`src/hsl_cfg.svh`:
```
// Register map, field positions, reset values and timing constants
`ifndef HSL_CFG_SVH
`define HSL_CFG_SVH

`define HSL_IDX_REF       6'h0e
`define HSL_IDX_HOLD      6'h0f
`define HSL_IDX_XTAL      6'h10
`define HSL_IDX_RDBK      6'h17
`define HSL_IDX_FILT      6'h18
`define HSL_IDX_LOCKCTL   6'h0d
`define HSL_IDX_STAT      6'h1f

`define HSL_MASK_REF      32'hd77fcfe0
`define HSL_MASK_HOLD     32'hffdfffe0
`define HSL_MASK_XTAL     32'hc0000000
`define HSL_MASK_FILT     32'hff700000
`define HSL_MASK_LOCKCTL  32'h00008000
`define HSL_RESET_WORD    32'h00000000

`define HSL_LOS_SEL       31:30
`define HSL_LOS_EN        28
`define HSL_PIN_TYPE      26:24
`define HSL_BUF_TYPE      22:20
`define HSL_HIGH_TRIP     19:14
`define HSL_LOW_TRIP      11:6
`define HSL_RAIL_EN       5
`define HSL_MAN_CODE      31:22
`define HSL_MAN_MODE      20
`define HSL_EXIT_CNT      19:6
`define HSL_FORCE         5
`define HSL_CRYSTAL_AMPLITUDE_SEL      31:30
`define HSL_CAP_C4        31:28
`define HSL_CAP_C3        27:24
`define HSL_RES_R4        22:20
`define HSL_LOCK_DIS      15
`define HSL_RDBK_CODE     23:14

`define HSL_PIN_OUT_PP    3'h3
`define HSL_PIN_OUT_INV   3'h4
`define HSL_PIN_OUT_OS    3'h5
`define HSL_PIN_OUT_OD    3'h6
`define HSL_PIN_IN_PU     3'h1
`define HSL_PIN_IN_PD     3'h2

`define HSL_CLK_PERIOD_PS 10000
`define HSL_LOS_T0_PS     1200000
`define HSL_LOS_T1_PS     206000
`define HSL_LOS_T2_PS     52900
`define HSL_LOS_T3_PS     23700
`define HSL_LOS_C0        (`HSL_LOS_T0_PS / `HSL_CLK_PERIOD_PS)
`define HSL_LOS_C1        (`HSL_LOS_T1_PS / `HSL_CLK_PERIOD_PS)
`define HSL_LOS_C2        (`HSL_LOS_T2_PS / `HSL_CLK_PERIOD_PS)
`define HSL_LOS_C3        (`HSL_LOS_T3_PS / `HSL_CLK_PERIOD_PS)

`define HSL_DAC_FULL      17'h003ff
`define HSL_TRIP_TOP      17'h0003f

`define HSL_RESP_OKAY     2'h0
`define HSL_RESP_SLVERR   2'h2

`endif

```
`src/hsl_pkg.sv`:
```
// Types shared by the holdover and signal-loss control block
package hsl_pkg;
  typedef enum logic [0:0] {
    HSL_TRACKING = 1'b0,
    HSL_HOLDOVER = 1'b1
  } hsl_state_type;
  typedef logic [9:0]  hsl_code_type;
  typedef logic [13:0] hsl_count_type;
endpackage

```
`src/hsl_holdover_ctrl.sv`:
```
// Holdover, signal-loss and tuning control with AXI4-Lite registers
//
// Behaviour
// Signal loss after selected no-activity timeout
// Timeout detection only while enable set
// Type field sets status pin direction
// One buffer type bit per reference
// High trip compare, holdover and flag; the code enters holdover on a high trip only while rail detect is enabled
// Low trip compare, holdover and flag; the code enters holdover on a low trip only while rail detect is enabled
// Rail hit gives switch event if enabled
// Manual mode drives manual tuning code
// Mode bit picks automatic or manual
// Exit holdover after lock count clocks
// Force bit holds holdover regardless
// Forced holdover: manual or tracked code
// Force alone causes no switch event
// Crystal amplitude from two-bit code
// Software never writes readback register
// Readback shows DAC count at 23:14
// C4 capacitor code output
// C3 capacitor code output
// R4 resistor code output
// Lock-loss disable blocks holdover and switch
// Software avoids reserved field codes
`timescale 1ns/1ps
`include "hsl_cfg.svh"

module hsl_holdover_ctrl (
  input  wire logic         aclk,                // System clock
  input  wire logic         aresetn,             // Synchronous reset
  input  wire logic [7:0]   s_axi_awaddr,        // Write address
  input  wire logic         s_axi_awvalid,       // Write address valid
  output logic              s_axi_awready,       // Write address ready
  input  wire logic [31:0]  s_axi_wdata,         // Write data
  input  wire logic [3:0]   s_axi_wstrb,         // Write strobes
  input  wire logic         s_axi_wvalid,        // Write data valid
  output logic              s_axi_wready,        // Write data ready
  output logic [1:0]        s_axi_bresp,         // Write response
  output logic              s_axi_bvalid,        // Write response valid
  input  wire logic         s_axi_bready,        // Write response ready
  input  wire logic [7:0]   s_axi_araddr,        // Read address
  input  wire logic         s_axi_arvalid,       // Read address valid
  output logic              s_axi_arready,       // Read address ready
  output logic [31:0]       s_axi_rdata,         // Read data
  output logic [1:0]        s_axi_rresp,         // Read response
  output logic              s_axi_rvalid,        // Read data valid
  input  wire logic         s_axi_rready,        // Read data ready
  input  wire logic [2:0]   ref_clk_in,          // Reference inputs
  input  wire logic         first_loop_lock_flag, // Loop one lock
  input  wire logic         pd_clk_tick,         // Phase detector tick
  input  wire logic         first_loop_pump_output, // 1 tracked, 0 fixed
  input  wire logic [9:0]   tracked_tune_code,   // Tracked loop code
  input  wire logic         status_pin_in,       // Input1 status pin in
  output logic              status_pin_out,      // Input1 status pin out
  output logic              status_pin_oe,       // Input1 status pin oe
  output logic              status_pin_pull_up,  // Pull-up enable
  output logic              status_pin_pull_down, // Pull-down enable
  output logic [2:0]        ref_input_buffer_type, // 1 CMOS, 0 bipolar
  output logic [2:0]        signal_loss,         // Loss per reference
  output logic [9:0]        tune_dac_code,       // Tuning DAC code
  output logic              tune_high_flag,      // High trip reached
  output logic              tune_low_flag,       // Low trip reached
  output logic              holdover_active,     // In holdover
  output logic              clock_switch_event,  // Switch event pulse
  output logic [1:0]        crystal_amplitude_sel, // Crystal drive
  output logic [3:0]        second_loop_cap_c4,  // C4 select
  output logic [3:0]        second_loop_cap_c3,  // C3 select
  output logic [2:0]        second_loop_res_r4   // select
);

  ////////////////////////////////////////////////////////////////////
  // Functions

  function automatic logic [7:0] los_limit(input logic [1:0] sel);
    logic [7:0] lim;
    lim = 8'(`HSL_LOS_C0);
    case (sel)
      2'h1:    lim = 8'(`HSL_LOS_C1);
      2'h2:    lim = 8'(`HSL_LOS_C2);
      2'h3:    lim = 8'(`HSL_LOS_C3);
      default: lim = 8'(`HSL_LOS_C0);
    endcase
    return lim;
  endfunction

  function automatic logic [31:0] merge(input logic [31:0] old,
                                        input logic [31:0] wd,
                                        input logic [3:0]  strb,
                                        input logic [31:0] mask);
    logic [31:0] res;
    res = old;
    for (int b = 0; b < 4; b++) begin
      if (strb[b]) begin
        res[b*8 +: 8] = wd[b*8 +: 8];
      end
    end
    return res & mask;
  endfunction

  // Volts scaled by 64*1023 so both ladders compare exactly
  function automatic logic [16:0] dac_scaled(input logic [9:0] k);
    return {1'b0, k, 6'h00};
  endfunction

  function automatic logic [16:0] trip_scaled(input logic [5:0] n);
    return 17'(`HSL_DAC_FULL * {11'h000, n});
  endfunction

  ////////////////////////////////////////////////////////////////////
  // Register storage

  logic [31:0]   ref_cfg;
  logic [31:0]   hold_cfg;
  logic [31:0]   xtal_cfg;
  logic [31:0]   filt_cfg;
  logic [31:0]   lock_cfg;

  logic          aw_full;
  logic          w_full;
  logic [5:0]    aw_idx;
  logic [31:0]   w_data;
  logic [3:0]    w_strb;

  hsl_pkg::hsl_state_type state;
  hsl_pkg::hsl_code_type  hold_code;
  hsl_pkg::hsl_count_type lock_run;

  logic [2:0]    ref_prev;
  logic [7:0]    los_cnt [3];
  logic          lock_prev;
  logic          force_prev;
  logic          high_prev;
  logic          low_prev;

  ////////////////////////////////////////////////////////////////////
  // Field decode

  wire [1:0]  signal_loss_timeout_sel   = ref_cfg[`HSL_LOS_SEL];
  wire        signal_loss_detect_enable = ref_cfg[`HSL_LOS_EN];
  wire [2:0]  input1_status_pin_type    = ref_cfg[`HSL_PIN_TYPE];
  wire [5:0]  tune_high_trip_level      = ref_cfg[`HSL_HIGH_TRIP];
  wire [5:0]  tune_low_trip_level       = ref_cfg[`HSL_LOW_TRIP];
  wire        tune_rail_detect_enable   = ref_cfg[`HSL_RAIL_EN];
  wire [9:0]  manual_tune_code          = hold_cfg[`HSL_MAN_CODE];
  wire        manual_tune_mode          = hold_cfg[`HSL_MAN_MODE];
  wire [13:0] holdover_exit_lock_count  = hold_cfg[`HSL_EXIT_CNT];
  wire        force_holdover            = hold_cfg[`HSL_FORCE];
  wire        lock_loss_switch_disable  = lock_cfg[`HSL_LOCK_DIS];
  wire [7:0]  los_lim                   = los_limit(signal_loss_timeout_sel);

  ////////////////////////////////////////////////////////////////////
  // Tuning rails and holdover events

  // High trip sits (n+1)/64 below Vcc, low trip (n+1)/64 above ground
  wire [16:0] dac_v     = dac_scaled(tune_dac_code);
  wire [16:0] high_v    = trip_scaled(6'(`HSL_TRIP_TOP - {11'h000, tune_high_trip_level}));
  wire [16:0] low_v     = trip_scaled(6'(tune_low_trip_level + 6'h01));
  wire        at_high   = dac_v >= high_v;
  wire        at_low    = dac_v <= low_v;
  wire        rail_hit  = tune_rail_detect_enable &&
                          ((at_high && !high_prev) || (at_low && !low_prev));
  wire        lock_fall = lock_prev && !first_loop_lock_flag;
  wire        lock_loss = lock_fall && !lock_loss_switch_disable;
  wire        force_on  = force_holdover && !force_prev;
  // Entering a forced holdover with lock low counts as lock loss
  wire        force_sw  = force_on && !first_loop_lock_flag &&
                          !lock_loss_switch_disable;
  wire        next_switch = rail_hit || lock_loss || force_sw;
  wire [13:0] exit_target = (holdover_exit_lock_count == 14'h0000) ? 14'h0001
                            : holdover_exit_lock_count;
  wire        lock_done = first_loop_lock_flag && pd_clk_tick &&
                          (lock_run + 14'h0001 >= exit_target);
  wire        enter_hold = force_holdover || rail_hit || lock_loss;

  hsl_pkg::hsl_state_type next_state;
  assign next_state =
    (state == hsl_pkg::HSL_TRACKING) ?
      (enter_hold ? hsl_pkg::HSL_HOLDOVER : hsl_pkg::HSL_TRACKING) :
      ((!force_holdover && lock_done && !rail_hit && !lock_loss) ?
        hsl_pkg::HSL_TRACKING : hsl_pkg::HSL_HOLDOVER);

  // Forced or automatic holdover uses manual or frozen tracked code
  wire [9:0] hold_src   = first_loop_pump_output ? hold_code : manual_tune_code;
  wire [9:0] run_src    = manual_tune_mode ? manual_tune_code : tracked_tune_code;
  wire [9:0] next_dac   = (state == hsl_pkg::HSL_HOLDOVER) ? hold_src : run_src;

  ////////////////////////////////////////////////////////////////////
  // Status pin

  wire pin_is_out = (input1_status_pin_type >= `HSL_PIN_OUT_PP) &&
                    (input1_status_pin_type <= `HSL_PIN_OUT_OD);
  wire pin_val    = signal_loss[1];
  wire next_pin_out = (input1_status_pin_type == `HSL_PIN_OUT_INV) ? !pin_val :
                      (input1_status_pin_type == `HSL_PIN_OUT_OD) ? 1'b0 :
                      (input1_status_pin_type == `HSL_PIN_OUT_OS) ? 1'b1 : pin_val;
  wire next_pin_oe  = !pin_is_out ? 1'b0 :
                      (input1_status_pin_type == `HSL_PIN_OUT_OD) ? !pin_val :
                      (input1_status_pin_type == `HSL_PIN_OUT_OS) ? pin_val : 1'b1;

  ////////////////////////////////////////////////////////////////////
  // Register read decode

  wire [5:0]  ar_idx = s_axi_araddr[7:2];
  wire [31:0] stat_word = {24'h000000, first_loop_lock_flag, status_pin_in,
                           tune_high_flag, tune_low_flag, signal_loss,
                           holdover_active};
  wire        rd_hit = (ar_idx == `HSL_IDX_REF) || (ar_idx == `HSL_IDX_HOLD) ||
                       (ar_idx == `HSL_IDX_XTAL) || (ar_idx == `HSL_IDX_RDBK) ||
                       (ar_idx == `HSL_IDX_FILT) || (ar_idx == `HSL_IDX_LOCKCTL) ||
                       (ar_idx == `HSL_IDX_STAT);
  wire [31:0] rdbk_word = {8'h00, tune_dac_code, 14'h0000};
  wire [31:0] rd_word =
    (ar_idx == `HSL_IDX_REF)     ? ref_cfg  :
    (ar_idx == `HSL_IDX_HOLD)    ? hold_cfg :
    (ar_idx == `HSL_IDX_XTAL)    ? xtal_cfg :
    (ar_idx == `HSL_IDX_RDBK)    ? rdbk_word :
    (ar_idx == `HSL_IDX_FILT)    ? filt_cfg :
    (ar_idx == `HSL_IDX_LOCKCTL) ? lock_cfg :
    (ar_idx == `HSL_IDX_STAT)    ? stat_word : `HSL_RESET_WORD;

  // Readback and status words are read only and take no writes
  wire wr_go  = aw_full && w_full && !s_axi_bvalid;
  wire wr_hit = (aw_idx == `HSL_IDX_REF) || (aw_idx == `HSL_IDX_HOLD) ||
                (aw_idx == `HSL_IDX_XTAL) || (aw_idx == `HSL_IDX_FILT) ||
                (aw_idx == `HSL_IDX_LOCKCTL);
  wire aw_take = s_axi_awvalid && s_axi_awready;
  wire w_take  = s_axi_wvalid && s_axi_wready;
  wire ar_take = s_axi_arvalid && s_axi_arready;

  ////////////////////////////////////////////////////////////////////
  // AXI4-Lite write path

  always_ff @(posedge aclk) begin
    if (!aresetn) begin
      s_axi_awready <= 1'b0;
      aw_full       <= 1'b0;
      aw_idx        <= 6'h00;
    end else if (aw_take) begin
      s_axi_awready <= 1'b0;
      aw_full       <= 1'b1;
      aw_idx        <= s_axi_awaddr[7:2];
    end else begin
      s_axi_awready <= !aw_full && !s_axi_bvalid;
      aw_full       <= aw_full && !wr_go;
    end
  end

  always_ff @(posedge aclk) begin
    if (!aresetn) begin
      s_axi_wready <= 1'b0;
      w_full       <= 1'b0;
      w_data       <= `HSL_RESET_WORD;
      w_strb       <= 4'h0;
    end else if (w_take) begin
      s_axi_wready <= 1'b0;
      w_full       <= 1'b1;
      w_data       <= s_axi_wdata;
      w_strb       <= s_axi_wstrb;
    end else begin
      s_axi_wready <= !w_full && !s_axi_bvalid;
      w_full       <= w_full && !wr_go;
    end
  end

  always_ff @(posedge aclk) begin
    if (!aresetn) begin
      s_axi_bvalid <= 1'b0;
      s_axi_bresp  <= `HSL_RESP_OKAY;
    end else if (wr_go) begin
      s_axi_bvalid <= 1'b1;
      s_axi_bresp  <= wr_hit ? `HSL_RESP_OKAY : `HSL_RESP_SLVERR;
    end else if (s_axi_bready) begin
      s_axi_bvalid <= 1'b0;
    end
  end

  always_ff @(posedge aclk) begin
    if (!aresetn) begin
      ref_cfg  <= `HSL_RESET_WORD;
      hold_cfg <= `HSL_RESET_WORD;
      xtal_cfg <= `HSL_RESET_WORD;
      filt_cfg <= `HSL_RESET_WORD;
      lock_cfg <= `HSL_RESET_WORD;
    end else if (wr_go) begin
      if (aw_idx == `HSL_IDX_REF)
        ref_cfg <= merge(ref_cfg, w_data, w_strb, `HSL_MASK_REF);
      if (aw_idx == `HSL_IDX_HOLD)
        hold_cfg <= merge(hold_cfg, w_data, w_strb, `HSL_MASK_HOLD);
      if (aw_idx == `HSL_IDX_XTAL)
        xtal_cfg <= merge(xtal_cfg, w_data, w_strb, `HSL_MASK_XTAL);
      if (aw_idx == `HSL_IDX_FILT)
        filt_cfg <= merge(filt_cfg, w_data, w_strb, `HSL_MASK_FILT);
      if (aw_idx == `HSL_IDX_LOCKCTL)
        lock_cfg <= merge(lock_cfg, w_data, w_strb, `HSL_MASK_LOCKCTL);
    end
  end

  ////////////////////////////////////////////////////////////////////
  // AXI4-Lite read path

  always_ff @(posedge aclk) begin
    if (!aresetn) begin
      s_axi_arready <= 1'b0;
      s_axi_rvalid  <= 1'b0;
      s_axi_rdata   <= `HSL_RESET_WORD;
      s_axi_rresp   <= `HSL_RESP_OKAY;
    end else if (ar_take) begin
      s_axi_arready <= 1'b0;
      s_axi_rvalid  <= 1'b1;
      s_axi_rdata   <= rd_word;
      s_axi_rresp   <= rd_hit ? `HSL_RESP_OKAY : `HSL_RESP_SLVERR;
    end else if (s_axi_rvalid) begin
      s_axi_rvalid  <= !s_axi_rready;
    end else begin
      s_axi_arready <= 1'b1;
    end
  end

  ////////////////////////////////////////////////////////////////////
  // Signal loss monitors

  // Any level change on a sampled reference counts as activity
  always_ff @(posedge aclk) begin
    if (!aresetn) begin
      ref_prev    <= 3'h0;
      signal_loss <= 3'h0;
      for (int i = 0; i < 3; i++) begin
        los_cnt[i] <= 8'h00;
      end
    end else begin
      ref_prev <= ref_clk_in;
      for (int i = 0; i < 3; i++) begin
        if (!signal_loss_detect_enable || (ref_clk_in[i] != ref_prev[i])) begin
          los_cnt[i]     <= 8'h00;
          signal_loss[i] <= 1'b0;
        end else if (los_cnt[i] + 8'h01 >= los_lim) begin
          los_cnt[i]     <= los_lim;
          signal_loss[i] <= 1'b1;
        end else begin
          los_cnt[i]     <= los_cnt[i] + 8'h01;
        end
      end
    end
  end

  ////////////////////////////////////////////////////////////////////
  // Holdover control

  always_ff @(posedge aclk) begin
    if (!aresetn) begin
      state      <= hsl_pkg::HSL_TRACKING;
      hold_code  <= 10'h000;
      lock_run   <= 14'h0000;
      lock_prev  <= 1'b0;
      force_prev <= 1'b0;
      high_prev  <= 1'b0;
      low_prev   <= 1'b0;
    end else begin
      state      <= next_state;
      lock_prev  <= first_loop_lock_flag;
      force_prev <= force_holdover;
      high_prev  <= at_high;
      low_prev   <= at_low;
      if (state == hsl_pkg::HSL_TRACKING)
        hold_code <= tune_dac_code;
      if (!first_loop_lock_flag || state == hsl_pkg::HSL_TRACKING)
        lock_run <= 14'h0000;
      else if (pd_clk_tick && lock_run != 14'h3fff)
        lock_run <= lock_run + 14'h0001;
    end
  end

  ////////////////////////////////////////////////////////////////////
  // Registered outputs

  always_ff @(posedge aclk) begin
    if (!aresetn) begin
      tune_dac_code         <= 10'h000;
      tune_high_flag        <= 1'b0;
      tune_low_flag         <= 1'b0;
      holdover_active       <= 1'b0;
      clock_switch_event    <= 1'b0;
      status_pin_out        <= 1'b0;
      status_pin_oe         <= 1'b0;
      status_pin_pull_up    <= 1'b0;
      status_pin_pull_down  <= 1'b0;
      ref_input_buffer_type <= 3'h0;
      crystal_amplitude_sel <= 2'h0;
      second_loop_cap_c4    <= 4'h0;
      second_loop_cap_c3    <= 4'h0;
      second_loop_res_r4    <= 3'h0;
    end else begin
      tune_dac_code         <= next_dac;
      tune_high_flag        <= at_high;
      tune_low_flag         <= at_low;
      holdover_active       <= next_state == hsl_pkg::HSL_HOLDOVER;
      clock_switch_event    <= next_switch;
      status_pin_out        <= next_pin_out;
      status_pin_oe         <= next_pin_oe;
      status_pin_pull_up    <= input1_status_pin_type == `HSL_PIN_IN_PU;
      status_pin_pull_down  <= input1_status_pin_type == `HSL_PIN_IN_PD;
      ref_input_buffer_type <= ref_cfg[`HSL_BUF_TYPE];
      crystal_amplitude_sel <= xtal_cfg[`HSL_CRYSTAL_AMPLITUDE_SEL];
      second_loop_cap_c4    <= filt_cfg[`HSL_CAP_C4];
      second_loop_cap_c3    <= filt_cfg[`HSL_CAP_C3];
      second_loop_res_r4    <= filt_cfg[`HSL_RES_R4];
    end
  end

endmodule

```
`config.mk`:
```
export PLATFORM = sky130hd
export DESIGN_NAME = hsl_holdover_ctrl
export DESIGN_NICKNAME = d
export VERILOG_FILES = /design/src/hsl_pkg.sv /design/src/hsl_holdover_ctrl.sv
export VERILOG_INCLUDE_DIRS = /design/src
export SDC_FILE = /design/constraint.sdc
export NUM_CORES = 1
export LEC_CHECK = 0
export BUFFER_PORTS_ARGS = -buffer_cell sky130_fd_sc_hd__buf_2
export CAP_MARGIN = 20
export CORE_MARGIN = 5
export CORE_UTILIZATION = 40
export DETAILED_ROUTE_END_ITERATION = 10
export PLACE_DENSITY = 0.6
export SKIP_CTS_REPAIR_TIMING = 1
export SYNTH_ARGS = -nofsm -noshare
export SYNTH_HDL_FRONTEND = slang
export SYNTH_SLANG_ARGS = --single-unit
```
`constraint.sdc`:
```
create_clock -name aclk -period 6.25 [get_ports aclk]
set_input_delay 0.9375 -clock aclk [delete_from_list [all_inputs] [get_ports aclk]]
set_output_delay 0.9375 -clock aclk [all_outputs]
set_load 0.05 [all_outputs]
```
## Word-level counts from Yosys, hierarchy flattened

Memory sizes are Yosys's and may differ from the RTL's.
Cells that the tools add are included.
W data, S select, Z words.

| storage, ports and cells | value |
|---|---|
| register bits after elaboration | 213 |
| bits in latches | 0 |
| bits in writable memories | 24 |
| bits in read-only memories | 0 |
| input port bits | 76 |
| output and inout bits | 78 |
| word-level logic and storage cells | 250 |
| memories | 1 |

Memory list:

| name | depth | width | read ports | clocked after memory_dff | wr ports | RTL line | RTL |
|---|---|---|---|---|---|---|---|
| los_cnt | 3 | 8 | 3 | 0 | 3 | hsl_holdover_ctrl.sv:129 | `logic [7:0] los_cnt [3];` |

| cells by class | value |
|---|---|
| add/sub/neg operators | 6 |
| multiply operators | 2 |
| div/mod/pow operators | 0 |
| $lt $le $gt $ge | 8 |
| eq/ne operators | 24 |
| shift-type cells | 0 |
| mux-type cells | 71 |
| bitwise logic cells | 11 |
| reduce and logical (&&, ||, !) cells | 80 |

Operators with widths:

| cell | number |
|---|---|
| $mux W32 | 5 |
| $mux W8 | 10 |
| $mux W1 | 48 |
| $eq A6 B4 Y1 const B | 6 |
| $eq A6 B5 Y1 const B | 6 |
| $reduce_and A3 Y1 | 12 |
| $mul A10 B6 Y16 const A | 2 |
| $mux W10 | 3 |
| $add A8 B1 Y8 const B | 3 |
| $ge A8 B7 Y1 | 3 |
| $logic_and A1 B1 Y1 | 24 |
| $pmux W7 S3 | 1 |
| $logic_or A1 B1 Y1 | 19 |
| $ge A16 B16 Y1 | 1 |
| $le A16 B16 Y1 | 1 |
| $mux W16 | 1 |
| $logic_not A1 Y1 | 15 |
| $add A14 B1 Y14 const B | 1 |
| $ge A14 B14 Y1 | 1 |
| $logic_not A14 Y1 | 1 |
| $mux W14 | 1 |
| $ne A14 B14 Y1 const B | 1 |
| $reduce_or A2 Y1 | 7 |
| $eq A3 B3 Y1 const B | 3 |
| 14 further kinds | 27 |

## Longest topological paths before layout

Gate-level depths: netlist of run 1.

| logic depth | value |
|---|---|
| depth after elaboration | 11 |
| mapped depth | 23 |
| mapped depth without buffers | 23 |

## Worst setup path after synthesis of run 1

No wires, ideal clock.

| timing path | value |
|---|---|
| kind | register to register |
| from | register ref_cfg[6] |
| to | register clock_switch_event |
| library setup time | 0.095 ns |
| arrival time | 5.701 ns |
| data required time | 6.155 ns |
| setup slack | 0.453 ns |
| stages on the path, launching flop included | 23 |
| buffers on the path | 0 |
| period minus slack after synthesis | 5.797 ns |
| cell sequence | dfxtp_1 > ha_1 > nand3_1 > xnor2_1 > inv_1 > fa_1 > inv_1 > fa_1 > inv_1 > fa_1 > ha_1 > o21a_1 > a2111o_1 > a311oi_1 > o21bai_1 > a21oi_1 > xnor2_1 > ha_1 > nand4_1 > nor4_1 > a21oi_1 > o21a_1 > a221oi_1 |

| between the ends | value |
|---|---|
| cells in the longest elaborated chain, start to end | 8 |

RTL lines:

| what | RTL line | RTL |
|---|---|---|
| start: declaration | hsl_holdover_ctrl.sv:112 | `logic [31:0] ref_cfg;` |
| start signal: assignment | hsl_holdover_ctrl.sv:279 | `` ref_cfg <= `HSL_RESET_WORD; `` |
| start signal: assignment | hsl_holdover_ctrl.sv:286 | `` ref_cfg <= merge(ref_cfg, w_data, w_strb, `HSL_MASK_REF); `` |
| $add A6 B1 Y6 | hsl_holdover_ctrl.sv:157 | `wire [16:0] low_v = trip_scaled(6'(tune_low_trip_level + 6'h01));` |
| $mul A10 B6 Y16 (no line) | -- |  |
| $le A16 B16 Y1 | hsl_holdover_ctrl.sv:159 | `wire at_low = dac_v <= low_v;` |
| $logic_and A1 B1 Y1 | hsl_holdover_ctrl.sv:161 | `((at_high && !high_prev) \|\| (at_low && !low_prev));` |
| $logic_or A1 B1 Y1 | hsl_holdover_ctrl.sv:161 |  |
| $logic_and A1 B1 Y1 | hsl_holdover_ctrl.sv:160 | `wire rail_hit = tune_rail_detect_enable &&` |
| $logic_or A1 B1 Y1 (2 in series) | hsl_holdover_ctrl.sv:168 | `wire next_switch = rail_hit \|\| lock_loss \|\| force_sw;` |
| end signal: assignment | hsl_holdover_ctrl.sv:397 | `clock_switch_event <= next_switch;` |
| end: declaration | hsl_holdover_ctrl.sv:64 | `output logic clock_switch_event,` |

No other way between the ends.
A chain may end at the register's enable or synchronous reset.

## Worst setup path in the final report of run 1

Same ends and word-level chain as after synthesis.

==> results.cfg, run 1 <==
[run_status]
outcome = finished, final reports clean

[routing]
vias_per_cell = 5.23
wl_um = 34200
final_antenna_net_count = 0
drtIter0Drc = 569
drtPass1Iterations = 6
vias = 10300
wl_per_cell_um = 17.4
drc = 0

[grt]
grt-ovfl-total = 0
grt_pass1_vias = 10200
grt_pass1_wl_um = 54800
grt_usage = 0.188
grt_max_degree = 87
antenna_found_initial = 0

[floorplan]
die_x_um = 189
core-area_mm2 = 0.0316
start_util = 0.405
rows = 65
io-pin-count = 154
die_h_um = 189
die_area_mm2 = 0.0356

[worst_setup_path]
reg2regPathDepth = 22
start_kind = flip-flop
cpMaxStageDelayCell = fa_1
crit_required_ps = 6670
crit_cells = 22
crit_chain = ha_1 > nand3_1 > xnor2_2 > inv_1 > fa_1 > inv_2 > fa_1 > inv_1 > fa_1 > ha_4 > o21a_1 > a2111o_1 > a311oi_2 > o21bai_1 > a21oi_1 > xnor2_1 > ha_1 > nand4_1 > nor4_2 > a21oi_2 > o21a_1 > a221oi_1
worstPathArrival_ps = 6260
crit_family = adder cells
worst_path_most_repeated_cell = fa_1
slowest_delay_ps = 600
crit_fanout = 5
path_class = reg -> reg
crit_buf_inv = 3
endpoint_kind = flip-flop

[cells_and_area]
postLayoutCoreUtil = 0.474
final_nets = 1768
fin_area_mm2 = 0.0150
fillerInstances = 3088
stdcell_count = 1971
antenna_cells = 0
multi_input_area_mm2 = 0.00753
drive_above_1_share = 0.144
area_growth_pct = 17.0
seq_area_mm2 = 0.00485

[worst_hold_path]
whs_path_depth = 1
holdCritPathClass = reg -> reg

[sta]
post-route-period-util = 0.935
min_period_ps = 5840
fin_skew_ps = 20.3
tns_ps = 0
hold_viol = 0
hold_slack_ps = 448
worst_pin_slew_ps = 932
drv_slew = 0
rsz0062_at_grt = false
setup_violations = 0
max_slew_margin = 0.376
fmax_mhz = 171
finalWorstSetupSlack_ps = 409

[logic_synthesis]
netlist_instances = 1391
yosysTopAreaCell = dfxtp_1
ys.flop_type = dfxtp_1
synth_commonest_cells = dfxtp_1, nand2_1, nor2_1, ha_1, mux2i_1
seq_area_frac_synth = 0.379
synth_warnings = 0
ys_ff_latch = 230
syn_avg_cell_area_um2 = 9.19
syn_area_mm2 = 0.0128
synth_edf_count = 24
synth.top_cells.by_area = dfxtp_1, ha_1, mux2i_1
synth-async-reset-ratio = 0
synth_cell_types = 70
yosysMostFrequentCell = dfxtp_1
synth_top_cell_area_share = 0.323

[placement]
placed_cells = 1923
gp_congestion = 0.837
placed_area_mm2 = 0.0140
io_buffer_count = 142
post-place-ws_ps = 259
dp_hpwl_um = 25600

[power_and_ir_drop]
leakagePower_nw = 6.99
power_density_mw_per_mm2 = 231
fin_total_pwr_mw = 3.46
ir_worst_vdd_mv = 0.182

[clock_tree]
cts_tree = done
cts.sinks = 230
clk_pin_slew_ps = 60
htree_levels = 1
max-clock-path-buffers = 3
cts-buffers-inserted = 26
clk-insertion-delay-late_ps = 530
cts_root_buf = clkbuf_16

[run]
maxCapViolCount = 0
==> final timing paths <==
| check | slack [ps] | endpoint | start |
|---|---|---|---|
| max | 410 | clock_switch_event | ref_cfg[6] |
| min | 450 | s_axi_awready | aw_full |
| max reg2reg | 410 | clock_switch_event | ref_cfg[6] |
| min reg2reg | 450 | s_axi_awready | aw_full |
==> flip-flops by register name, summed over array words and instances (netlist names), 3 cells and up <==
signal and count:
signal_loss 3, aw_idx 6, hold_cfg 26, tune_dac_code 10
s_axi_rdata 32, filt_cfg 11, ref_prev 3, ref_cfg 22
hold_code 10, second_loop_cap_c4 4, w_data 27, second_loop_res_r4 3
ref_input_buffer_type 3, los_cnt 24, second_loop_cap_c3 4, w_strb 4
lock_run 14
==> cells in the final DEF, fill, tap and decap left out, drive strengths merged, types with 24 or more instances in the layout <==
master    n
and2     26
edfxtp   24
conb     29
inv      91
o21ai    28
dfxtp   206
xnor2    29
nor2    141
ha      114
buf     157
xor2     35
clkbuf   38
nand2   148
nor3     26
mux2i    99
nand3    43
a21oi    95
fa       29
==> cell type report <==
cell class,instances,area share
clock inverters,10,0.00887
repair buffers,157,0.0550
flip-flops and latches,230,0.324
clock buffers,38,0.0520
multi-input cells,1043,0.503
well taps,402,0.0336
inverters,91,0.0230
==> power breakdown <==
part	switching, mW	internal (mW)	total, mW
Combinational	0.195	0.0870	0.282
Sequential	0.0437	1.53	1.58
Clock	0.612	0.987	1.60
Total	0.851	2.61	3.46
==> worst reg2reg max path: cells and delay by family, from the launching register on <==
family / cells / cell delay [ps]
fa+ha+maj: 6 / 2500
compound gates: 8 / 1720
simple gates: 3 / 570
flops: 1 / 360
buf+inv: 3 / 300
xor+xnor: 2 / 270
==> routing by layer <==
| metal | up-vias | routed length [um] | GRT usage |
|---|---|---|---|
| met5 | - | 0 | 0 |
| met4 | 0 | 604 | 0.0409 |
| met3 | 44 | 1890 | 0.0256 |
| met2 | 262 | 16300 | 0.323 |
| met1 | 4864 | 15400 | 0.255 |
| li1 | 5141 | - | - |
==> kinds of logic after synthesis <==
family                   Yosys count  share of synthesized area
flip-flops                       230                      0.379
other                              2                   0.000587
AO/OA/AOI/OAI                    243                      0.125
adder cells (fa/ha/maj)          143                      0.157
multiplexers                      99                     0.0775
XOR/XNOR                          64                     0.0438
buffers and inverters            145                     0.0448
AND/OR/NAND/NOR                  465                      0.172
(Power assumes the default switching activity.)
==> run 2, diff against run 1 <==
==> constraint.sdc (replaced) <==
create_clock -name aclk -period 6.25 [get_ports aclk]
set_input_delay 1.875 -clock aclk [delete_from_list [all_inputs] [get_ports aclk]]
set_output_delay 1.875 -clock aclk [all_outputs]
set_load 0.05 [all_outputs]
==> results.cfg, run 2 (same netlist as run 1, synthesis figures left out) <==
[power_and_ir_drop]
fin_total_pwr_mw = 3.40
intPower_mw = 2.55
swShare = 0.250
clkPwrFrac = 0.452
ir_worst_vdd_mv = 0.179
power_density_mw_per_mm2 = 227
pwr-share-comb = 0.083
seqPwrFrac = 0.464
p_sw_mw = 0.848
leakagePower_nw = 6.99

[grt]
grt_pass1_vias = 10000
grt_pass1_wl_um = 54400
antenna_found_initial = 1
grt_max_degree = 92
grt-ovfl-total = 0
grt_usage = 0.187

[floorplan]
start_util = 0.405
die_x_um = 189
io-pin-count = 154
core-area_mm2 = 0.0316
die_area_mm2 = 0.0356
rows = 65
die_h_um = 189

[routing]
wl_um = 34200
final_antenna_net_count = 0
vias = 10400
drc = 0
vias_per_cell = 5.26
drtPass1Iterations = 6
drtIter0Drc = 628
wl_per_cell_um = 17.3

[run_status]
outcome = finished, final reports clean

[sta]
finalWorstSetupSlack_ps = 393
hold_slack_ps = 448
min_period_ps = 5860
rsz0062_at_grt = false
worst_pin_slew_ps = 972
post-route-period-util = 0.937
hold_viol = 0
setup_violations = 0
tns_ps = 0
fin_skew_ps = 25.5
max_slew_margin = 0.352
fmax_mhz = 171
drv_slew = 0

[placement]
gp_congestion = 0.864
io_buffer_count = 142
placed_area_mm2 = 0.0140
post-place-ws_ps = 208
placed_cells = 1924
dp_hpwl_um = 25700

[cells_and_area]
antenna_cells = 0
largest_register = s_axi_rdata
area_growth_pct = 17.2
drive_above_1_share = 0.150
fillerInstances = 3083
mostFrequentLayoutCells = dfxtp_1, nand2_1, buf_2, nor2_1, ha_1
largest_reg_flops = 32
fin_area_mm2 = 0.0150
multi_input_area_mm2 = 0.00753
postLayoutCoreUtil = 0.475
final_nets = 1774
seq_area_mm2 = 0.00485
top_regs = s_axi_rdata: 32 flops, w_data: 27 flops, hold_cfg: 26 flops
final_common_cell = dfxtp_1
stdcell_count = 1976

[worst_setup_path]
reg2regPathDepth = 22
crit_buf_inv = 3
crit_chain = and3_1 > nand3_1 > xnor2_2 > inv_2 > fa_1 > clkinvlp_4 > fa_1 > fa_1 > inv_1 > ha_2 > a211o_1 > a2111o_1 > a311oi_2 > o21bai_1 > a21oi_1 > xnor2_1 > ha_1 > nand4_1 > nor4_2 > a21oi_2 > o21a_1 > a221oi_1
crit_cells = 22
endpoint_kind = flip-flop
cpMaxStageDelayCell = fa_1
crit_start = ref_cfg[10]
r2r_end = clock_switch_event
crit_fanout = 5
crit_required_ps = 6670
r2r_slack_ps = 390
r2r-start = ref_cfg[10]
slowest_delay_ps = 610
path_class = reg -> reg
start_kind = flip-flop
worst_path_most_repeated_cell = fa_1
crit_family = adder cells
worstPathArrival_ps = 6280

[worst_hold_path]
min_from = s_axi_rdata[13]
holdCritPathClass = reg -> reg
hold_path_end = s_axi_rdata[13]
whs_path_depth = 2

[clock_tree]
cts_root_buf = clkbuf_16
max-clock-path-buffers = 3
htree_levels = 1
clk_pin_slew_ps = 60
cts.sinks = 230
cts-buffers-inserted = 26
clk-insertion-delay-late_ps = 550
cts_tree = done

[run]
maxCapViolCount = 0
==> run 2: worst max-delay path by stage <==
stage                          to  slack (ps)
3_5_place_dp   clock_switch_event         210
6_report       clock_switch_event         390
5_1_grt        clock_switch_event          20
4_1_cts        clock_switch_event         170
3_3_place_gp   clock_switch_event         320
2_1_floorplan  clock_switch_event         450
==> run 2: cell type report <==
cell class                      count  share of cell area
Tap cell                          402              0.0336
Timing Repair Buffer              163              0.0580
Sequential cell                   230               0.324
Inverter                           91              0.0232
Clock buffer                       40              0.0538
Multi-Input combinational cell   1043               0.503
Clock inverter                      7             0.00510
==> run 2: worst register-to-register path, cell delays in order (launching register included) <==
cell and delay, ps:
dfxtp_2 370, and3_1 160, nand3_1 110, xnor2_2 210, inv_2 80, fa_1 610, clkinvlp_4 180, fa_1 520
fa_1 510, inv_1 40, ha_2 310, a211o_1 320, a2111o_1 410, a311oi_2 260, o21bai_1 100, a21oi_1 170
xnor2_1 90, ha_1 320, nand4_1 140, nor4_2 300, a21oi_2 120, o21a_1 180, a221oi_1 230
==> run 2: per-layer routing <==
layer | wire length (um) | track usage | share of wire
met5 | 13 | 0 | 0.00038
met4 | 670 | 0.0384 | 0.020
met3 | 1420 | 0.0237 | 0.041
met2 | 16400 | 0.321 | 0.48
met1 | 15700 | 0.253 | 0.46
==> run 2: power by group through the flow <==
stage | Combinational [mW] | Clock [mW] | Sequential (mW)
final | 0.283 | 1.54 | 1.58
after detailed placement | 0.283 | 0 | 1.61
after global routing | 0.309 | 1.63 | 1.58
after floorplan | 0.134 | 0 | 1.66
after CTS | 0.284 | 1.57 | 1.58
after global placement | 0.281 | 0 | 1.61
